--- src/pwr_ctl_pkg.sv ---
package pwr_ctl_pkg;
	// ****************************************
	// Register map
	// ****************************************
	localparam logic [7:0] WDOG_REG_OFS = 8'h14;
	localparam logic [7:0] SUPPLY_REG_OFS = 8'h15;
	localparam logic [7:0] STATUS_REG_OFS = 8'h20;
	localparam logic [7:0] OPTION_REG_OFS = 8'h21;
	localparam int WDOG_FLAG_BIT = 3;
	localparam logic [3:0] SUPPLY_RESET_VAL = 4'h0;
	localparam logic [3:0] SUPPLY_DISABLE_KEY = 4'hA;
	// ****************************************
	// Opcodes
	// ****************************************
	localparam logic [15:0] OP_HALT = 16'hD800;
	localparam logic [15:0] OP_STOP = 16'hDC00;
	// ****************************************
	// Timing
	// ****************************************
	localparam int WARMUP_CYCLES = 8192;
	localparam int WDOG_TIMEOUT_MS = 16;
	localparam int RC_FREQ_KHZ = 4000;
	localparam int WDOG_CYCLES = WDOG_TIMEOUT_MS * RC_FREQ_KHZ / 1000;
	localparam logic [15:0] WDOG_LOAD = 16'hFFFF;
	// ****************************************
	// Types
	// ****************************************
	typedef enum {ST_WARMUP, ST_RUN, ST_HALT, ST_STOP} pwr_state_t;
	typedef struct packed {
		logic powerOn;
		logic lowSupply;
		logic watchdog;
	} rst_cause_t;
endpackage

--- src/power_mode_reset_watchdog.sv ---
// Design decision made here: register access over Avalon-MM.
`timescale 1ns/100ps
// Behaviour
// Halt opcode stops CPU fetch and execution.
// Stop opcode gates all clocks and stops the oscillator.
// Timer keeps its clock in halt mode.
// Any interrupt wakes the device from halt.
// Only a port interrupt wakes the device from stop.
// Warm-up runs after power-on, low-supply reset and stop wake-up.
// Warm-up lasts 8192 oscillator clocks.
// Enabled supply monitor below threshold asserts system reset.
// Monitor disabled only by key 1010; field powers up 0000.
// Watchdog is a 16-bit down counter on the RC oscillator.
// Watchdog overflow forces a full device reset; here no warm-up, monitor field kept and powerOnReset not pulsed.
// Writing one to bit 3 restarts watchdog; software must do so.
// Watchdog timeout is about sixteen milliseconds after restart.
// Flag reads 1 after power-on/low-supply, 0 after watchdog reset.
// Stop wake-up clears the watchdog counter.
// Three reset sources, each forcing program counter to zero.
// Monitor field cleared by power-on/low-supply, kept on watchdog.
// Every reset returns port pins to input.
// Only power-on clears timer, load and pulldown enable.
// Carrier low reload is kept across low-supply and watchdog resets.
// Oscillator option selects internal RC or external resonator.
// Option selects ports two/three, or also port four, as wake sources.
// Rising edge on selected pin interrupts; rearm after all low.
// Reset and idle CPU held until warm-up completes.
module power_mode_reset_watchdog (
	// Clock and reset
	input wire logic mclk,
	input wire logic rst_b,
	input wire logic clkEn,
	input wire logic rcTick,
	// Avalon-MM slave
	input wire logic [7:0] address,
	input wire logic read,
	input wire logic write,
	input wire logic [31:0] writedata,
	output logic [31:0] readdata,
	output logic waitrequest,
	// CPU side
	input wire logic [15:0] opcode,
	input wire logic opValid,
	input wire logic timerIrq,
	output logic cpuRun,
	output logic cpuClkEn,
	output logic timerClkEn,
	output logic oscEn,
	output logic pcClear,
	output logic coreReset,
	output logic powerOnReset,
	output logic portDirReset,
	output logic portIrq,
	// Supply monitor and options
	input wire logic supplyLow,
	input wire logic oscSelectOpt,
	input wire logic portFourOpt,
	output logic extOscSel,
	// Ports
	input wire logic [3:0] portTwo,
	input wire logic [3:0] portThree,
	input wire logic [2:0] portFour
);
	// ****************************************
	// Reset release
	// ****************************************
	logic rstSync1_reg, rstSync2_reg;
	always_ff @(posedge mclk or negedge rst_b) begin
		if (!rst_b) begin
			rstSync1_reg <= 1'b0;
			rstSync2_reg <= 1'b0;
		end else begin
			rstSync1_reg <= 1'b1;
			rstSync2_reg <= rstSync1_reg;
		end
	end
	wire logic sysRst_b = rstSync2_reg;

	// ****************************************
	// State and registers
	// ****************************************
	pwr_ctl_pkg::pwr_state_t state_reg;
	pwr_ctl_pkg::rst_cause_t cause_reg;
	logic [12:0] warm_reg;
	logic [15:0] wdog_reg;
	logic wdogFlag_reg;
	logic [3:0] supply_reg;
	logic intReset_reg;
	logic armed_reg;
	logic porPending_reg;
	logic lowPending_reg;
	logic wdogPending_reg;

	function automatic logic isOp(input logic [15:0] op, input logic [15:0] ref_op);
		return op == ref_op;
	endfunction

	wire logic [10:0] selPins = {portFourOpt ? portFour : 3'h0, portThree, portTwo};
	logic [10:0] pinsPrev_reg;
	wire logic pinRise = |(selPins & ~pinsPrev_reg);
	wire logic portEvent = pinRise && armed_reg;
	wire logic monEnabled = supply_reg != pwr_ctl_pkg::SUPPLY_DISABLE_KEY;
	wire logic lowTrip = supplyLow && monEnabled;
	wire logic wdogTrip = (wdog_reg == 16'h0000) && rcTick && state_reg != pwr_ctl_pkg::ST_STOP;
	wire logic wdogRestartWr = write && !waitrequest && address == pwr_ctl_pkg::WDOG_REG_OFS
		&& writedata[pwr_ctl_pkg::WDOG_FLAG_BIT];

	// ****************************************
	// Port edge detect
	// ****************************************
	always_ff @(posedge mclk or negedge sysRst_b) begin
		if (!sysRst_b) begin
			pinsPrev_reg <= 11'h000;
			armed_reg <= 1'b0;
		end else if (clkEn) begin
			pinsPrev_reg <= selPins;
			if (portEvent) begin
				armed_reg <= 1'b0;
			end else if (selPins == 11'h000) begin
				armed_reg <= 1'b1;
			end
		end
	end

	// ****************************************
	// Power state machine
	// ****************************************
	always_ff @(posedge mclk or negedge sysRst_b) begin
		if (!sysRst_b) begin
			state_reg <= pwr_ctl_pkg::ST_WARMUP;
			warm_reg <= 13'h0000;
		end else if (clkEn) begin
			if (lowTrip || wdogTrip) begin
				state_reg <= lowTrip ? pwr_ctl_pkg::ST_WARMUP : pwr_ctl_pkg::ST_RUN;
				warm_reg <= 13'h0000;
			end else begin
				case (state_reg)
					pwr_ctl_pkg::ST_WARMUP: begin
						warm_reg <= warm_reg + 13'h0001;
						if (warm_reg == 13'(pwr_ctl_pkg::WARMUP_CYCLES - 1)) begin
							state_reg <= pwr_ctl_pkg::ST_RUN;
						end
					end
					pwr_ctl_pkg::ST_RUN: begin
						if (opValid && isOp(opcode, pwr_ctl_pkg::OP_HALT)) begin
							state_reg <= pwr_ctl_pkg::ST_HALT;
						end else if (opValid && isOp(opcode, pwr_ctl_pkg::OP_STOP)) begin
							state_reg <= pwr_ctl_pkg::ST_STOP;
						end
					end
					pwr_ctl_pkg::ST_HALT: begin
						if (timerIrq || portEvent) begin
							state_reg <= pwr_ctl_pkg::ST_RUN;
						end
					end
					pwr_ctl_pkg::ST_STOP: begin
						if (portEvent) begin
							state_reg <= pwr_ctl_pkg::ST_WARMUP;
							warm_reg <= 13'h0000;
						end
					end
					default: state_reg <= pwr_ctl_pkg::ST_WARMUP;
				endcase
			end
		end
	end

	// ****************************************
	// Watchdog
	// ****************************************
	always_ff @(posedge mclk or negedge sysRst_b) begin
		if (!sysRst_b) begin
			wdog_reg <= pwr_ctl_pkg::WDOG_LOAD;
		end else if (clkEn) begin
			if (wdogRestartWr || wdogTrip || lowTrip) begin
				wdog_reg <= pwr_ctl_pkg::WDOG_LOAD;
			end else if (state_reg == pwr_ctl_pkg::ST_STOP && portEvent) begin
				wdog_reg <= pwr_ctl_pkg::WDOG_LOAD;
			end else if (rcTick && state_reg != pwr_ctl_pkg::ST_STOP) begin
				wdog_reg <= wdog_reg - 16'h0001;
			end
		end
	end

	always_ff @(posedge mclk or negedge sysRst_b) begin
		if (!sysRst_b) begin
			wdogFlag_reg <= 1'b1;
		end else if (clkEn) begin
			if (wdogTrip) begin
				wdogFlag_reg <= 1'b0;
			end else if (lowTrip) begin
				wdogFlag_reg <= 1'b1;
			end
		end
	end

	// ****************************************
	// Supply monitor field
	// ****************************************
	always_ff @(posedge mclk or negedge sysRst_b) begin
		if (!sysRst_b) begin
			supply_reg <= pwr_ctl_pkg::SUPPLY_RESET_VAL;
		end else if (clkEn) begin
			if (lowTrip) begin
				supply_reg <= pwr_ctl_pkg::SUPPLY_RESET_VAL;
			end else if (write && !waitrequest && address == pwr_ctl_pkg::SUPPLY_REG_OFS) begin
				supply_reg <= writedata[3:0];
			end
		end
	end

	// ****************************************
	// Reset cause and pulses
	// ****************************************
	always_ff @(posedge mclk or negedge sysRst_b) begin
		if (!sysRst_b) begin
			cause_reg <= '{powerOn: 1'b1, lowSupply: 1'b0, watchdog: 1'b0};
			porPending_reg <= 1'b1;
			lowPending_reg <= 1'b0;
			wdogPending_reg <= 1'b0;
		end else if (clkEn) begin
			if (lowTrip || wdogTrip) begin
				cause_reg <= '{powerOn: 1'b0, lowSupply: lowTrip, watchdog: !lowTrip};
				lowPending_reg <= lowTrip;
				wdogPending_reg <= !lowTrip;
			end else if (state_reg == pwr_ctl_pkg::ST_RUN) begin
				porPending_reg <= 1'b0;
				lowPending_reg <= 1'b0;
				wdogPending_reg <= 1'b0;
			end
		end
	end

	always_ff @(posedge mclk or negedge sysRst_b) begin
		if (!sysRst_b) begin
			intReset_reg <= 1'b1;
		end else if (clkEn) begin
			intReset_reg <= lowTrip || wdogTrip || porPending_reg || lowPending_reg
				|| wdogPending_reg;
		end
	end

	// ****************************************
	// Outputs
	// ****************************************
	always_ff @(posedge mclk or negedge sysRst_b) begin
		if (!sysRst_b) begin
			cpuRun <= 1'b0;
			cpuClkEn <= 1'b0;
			timerClkEn <= 1'b0;
			oscEn <= 1'b1;
			pcClear <= 1'b1;
			coreReset <= 1'b1;
			powerOnReset <= 1'b1;
			portDirReset <= 1'b1;
			portIrq <= 1'b0;
			extOscSel <= 1'b0;
		end else if (clkEn) begin
			cpuRun <= state_reg == pwr_ctl_pkg::ST_RUN && !intReset_reg;
			cpuClkEn <= state_reg == pwr_ctl_pkg::ST_RUN;
			timerClkEn <= state_reg == pwr_ctl_pkg::ST_RUN
				|| state_reg == pwr_ctl_pkg::ST_HALT;
			oscEn <= state_reg != pwr_ctl_pkg::ST_STOP;
			pcClear <= intReset_reg;
			coreReset <= intReset_reg;
			powerOnReset <= porPending_reg;
			portDirReset <= intReset_reg;
			portIrq <= portEvent;
			extOscSel <= oscSelectOpt;
		end
	end

	// ****************************************
	// Avalon-MM slave
	// ****************************************
	always_ff @(posedge mclk or negedge sysRst_b) begin
		if (!sysRst_b) begin
			waitrequest <= 1'b1;
			readdata <= 32'h0000_0000;
		end else if (clkEn) begin
			waitrequest <= !((read || write) && waitrequest);
			if (read && waitrequest) begin
				case (address)
					pwr_ctl_pkg::WDOG_REG_OFS: readdata <= {28'h0, wdogFlag_reg, 3'h0};
					pwr_ctl_pkg::SUPPLY_REG_OFS: readdata <= {28'h0, supply_reg};
					pwr_ctl_pkg::STATUS_REG_OFS: readdata <= {25'h0, cause_reg,
						2'(state_reg), monEnabled, armed_reg};
					pwr_ctl_pkg::OPTION_REG_OFS: readdata <= {30'h0, portFourOpt, oscSelectOpt};
					default: readdata <= 32'h0000_0000;
				endcase
			end
		end
	end
endmodule // power_mode_reset_watchdog

--- config.mk ---
export PLATFORM = sky130hd
export DESIGN_NAME = power_mode_reset_watchdog
export DESIGN_NICKNAME = d
export VERILOG_FILES = /design/src/pwr_ctl_pkg.sv /design/src/power_mode_reset_watchdog.sv
export SDC_FILE = /design/constraint.sdc
export NUM_CORES = 1
export LEC_CHECK = 0
export ABC_AREA = 1
export BUFFER_PORTS_ARGS = -buffer_cell sky130_fd_sc_hd__buf_4
export CAP_MARGIN = 25
export CORE_ASPECT_RATIO = 1.5
export CORE_UTILIZATION = 45
export DETAILED_ROUTE_END_ITERATION = 7
export PLACE_DENSITY = 0.7
export SYNTH_ARGS = -nofsm -noshare
export SYNTH_HDL_FRONTEND = slang
export SYNTH_SLANG_ARGS = --single-unit
export TNS_END_PERCENT = 50
--- constraint.sdc ---
create_clock -name mclk -period 2.95 [get_ports mclk]
set_input_delay 0 -clock mclk [delete_from_list [all_inputs] [get_ports mclk]]
set_output_delay 0 -clock mclk [all_outputs]
set_load 0.02 [all_outputs]
==> summary.md <==
| Metric | Value |
|---|---|
| Status | finished, final reports clean |
| Fill cells | 907 |
| Post-synth EDFFs | 0 |
| Worst Hold Launch | portFourOpt |
| CP Data Arrival Time | 2.56 ns |
| Placed insts | 778 |
| Avg Cell Area, Syn | 7.36 um^2 |
| Final Worst Setup Slack | 0.614 ns |
| Worst Hold Class | in2reg |
| First-pass GRT wire length | 17600 um |
| Core box area | 9690 um^2 |
| Logic pwr share | 24.2% |
| Die area | 10400 um^2 |
| Setup TNS Final | 0 ns |
| Die Wd | 83.5 um |
| Share of the synthesized area in the top cell type | 27.3% |
| Post-layout util | 56.5% |
| VDD IR max | 0.000390 V |
| # rows | 44 |
| Met3 usage | 3.31% |
| Share of cells above drive strength 1 | 19.7% |
| DRC violations left | 0 |
| Max Cap Violations | 0 |
| Skew-Pair Late Insertion Delay | 0.34 ns |
| Required @ worst endpoint | 3.17 ns |
| Pleak | 2.74 nW |
| Number of diodes | 0 |
| CTS Buffer Depth | 2 |
| Crit path launch type | flop |
| Post-synth top area cell | dfrtp_1 |
| Max reg flops | 16 |
| Global route total overflow | 0 |
| CTS sink count | 73 |
| Post-cts resize count | 0 |
| Pre-Repair DR Iteration Count | 4 |
| Clock-pin slew on the worst setup and hold paths | 0.06 ns |
| Tcrit/Tclk final | 79.2% |
| Dpl cell area | 4950 um^2 |
| Worst slack at placement | 0.616 ns |
| # H-tree levels | 3 |
| Clock root buffer | clkbuf_16 |
| Reg2reg start | state_reg[1]$_DFFE_PN0P_ |
| Int Pwr | 2.20 mW |
| Synth area leaders | dfrtp_1, nand2_1, dfstp_2 |
| Tot Pwr | 3.22 mW |
| Initial Util | 46.3% |
| Nets@finish | 779 |
| Synthesis Warnings | 0 |
| Synth Flop Type | dfrtp_1 |
| Total CTS buffers | 9 |
| Power Density | 589 nW/um^2 |
| Hold Violations, Final | 0 |
| DR WL/cell | 12.4 um |
| Gr usage total | 20.6% |
| Crit end category | flop |
| Top Ports | 121 |
| Drt initial violations | 232 |
| Share of synthesized registers carrying an async set or reset | 100% |
| Switching power total | 1.02 mW |
| Flop pwr share | 39.7% |
| IO Port Bufs | 67 |
| Highest Clock Rate | 0.428 GHz |
| Clock share of power | 36.1% |
| Area Growth Syn to Fin | 21.9% |
| Sw Ratio | 31.8% |
| Largest net degree at the start of global routing | 38 |
| GRT busiest layer | met2 |
| Register bit total from synthesis | 73 |
| Non-Filler Instances | 814 |
| Met2 GRT Util | 35.9% |
| Slew HR | 48.8% |
| Drt via density | 5.00 |
| Met1 usage | 24.6% |
| Cell area after layout | 5470 um^2 |
| Crit path from | state_reg[1]$_DFFE_PN0P_ |
| Initial antenna violation count | 0 |
| Routability Congestion | 0.869 |
| Via Count | 4074 |
| Period minus WS final | 2.34 ns |
| DRT antenna net count | 0 |
| TritonCTS clock tree | yes |
| Vias in the first global route | 3981 |
| Setup violations, final | 0 |
| Slew Limit Fails | 0 |
| Post-Synthesis Cells | 610 |
| Sequential-to-total area share from yosys stat | 41.4% |
| Drt total wl | 10100 um |
| Post-Syn Area | 4490 um^2 |
| WHS | 0.0129 ns |
| RSZ-0062 raised after global routing | no |
| Worst-Margin Slew | 0.768 ns |
| Dpl hpwl | 7350 um |
| Skew final | 0.00490 ns |
| CP Max Fanout | 19 |
| Worst Setup Path Type | reg2reg |
| Die height | 124 um |
| Synth unique cells | 35 |
==> power groups by stage <==
stage | Sequential, mW | Clock, mW | Combinational, mW
2_1_floorplan | 1.30 | 0 | 0.561
3_3_place_gp | 1.29 | 0 | 0.738
3_5_place_dp | 1.29 | 0 | 0.757
4_1_cts | 1.28 | 1.19 | 0.781
5_1_grt | 1.30 | 1.23 | 0.889
6_report | 1.28 | 1.16 | 0.779
==> worst paths after layout <==
kind | cells past startpoint | to | slack (ns)
worst max-delay path | 11 | warm_reg[1]$_DFFE_PN0P_ | 0.61
worst min-delay path | 3 | pinsPrev_reg[9]$_DFFE_PN0P_ | 0.01
worst max register to register | 11 | warm_reg[1]$_DFFE_PN0P_ | 0.61
worst min register to register | 0 | readdata[1]$_DFFE_PN0P_ | 0.35
max in group asynchronous | 1 | powerOnReset$_DFFE_PN1P_ | 1.78
min in group asynchronous | 0 | readdata[1]$_DFFE_PN0P_ | 0.35
==> placed cells by master (no fill, tap or decap), types with 2 or more instances in the layout <==
cell type / n
a21oi_1: 3
buf_4: 71
bufinv_16: 2
clkbuf_16: 9
conb_1: 26
dfrtp_1: 48
dfstp_2: 24
dlygate4sd3_1: 20
ha_1: 7
inv_1: 66
nand2_1: 175
nand2_2: 5
nand2_4: 4
nand3_1: 76
nand3_2: 5
nand3b_1: 6
nand4_1: 11
nor2_1: 60
nor2_2: 6
nor3_1: 13
nor4_1: 2
o21ai_0: 27
o21bai_1: 3
o22ai_1: 3
o31ai_1: 3
or2_2: 4
xor2_1: 7
==> synthesized netlist by cell type (7+ instances only) <==
master     n
buf_4     28
nand4_1   11
ha_1       7
nor2_1    60
inv_1     66
nand2_1  175
nand3_1   76
dfstp_2   24
xor2_1     7
dfrtp_1   49
o21ai_0   27
nor3_1    13
==> layer usage <==
| layer | up-vias | wire [um] |
|---|---|---|
| met1 | 1886 | 4190 |
| met2 | 111 | 5290 |
| met3 | 16 | 421 |
| li1 | 2061 | - |
| met4 | 0 | 189 |
| met5 | - | 0 |
==> critical path, cell delays in order, from the launching register on <==
cell and delay, ns:
dfrtp_1 0.44, ha_1 0.35, inv_4 0.19, nand2_2 0.08, nor2_1 0.14, nand3_2 0.12
nand2_4 0.23, nor2_2 0.09, nand2_2 0.26, nand2_4 0.17, nand2_1 0.10, nand2_1 0.05
==> final cells by class <==
| cell class | count | area [um^2] | area share (%) |
|---|---|---|---|
| sequential | 73 | 1860 | 34.0 |
| inverter | 67 | 254 | 4.64 |
| tap | 115 | 144 | 2.63 |
| clock buffer | 10 | 229 | 4.19 |
| clock inverter | 6 | 90.1 | 1.65 |
| multi-input combinational | 452 | 2160 | 39.5 |
| timing repair buffer | 91 | 733 | 13.4 |
==> cells by family (layout without fill, tap and decap cells) <==
group	after synthesis	in the layout	share of synthesized area, %
AOI/OAI and AO/OA	42	42	5.24
xor gates and xnor gates	8	8	1.56
adders and majority gates	7	7	1.95
buffers and inverters	109	174	12.4
DFF	73	73	41.4
other	2	26	0.167
and+or+nand+nor	369	369	37.3
==> repair_timing <==
item | CTS | global route
setup buffers | 0 | 0
hold endpoints to repair | 18 | 0
setup endpoints to repair | 0 | 0
hold buffers | 20 | 0
Note: power is estimated with default switching activity, not from simulation.
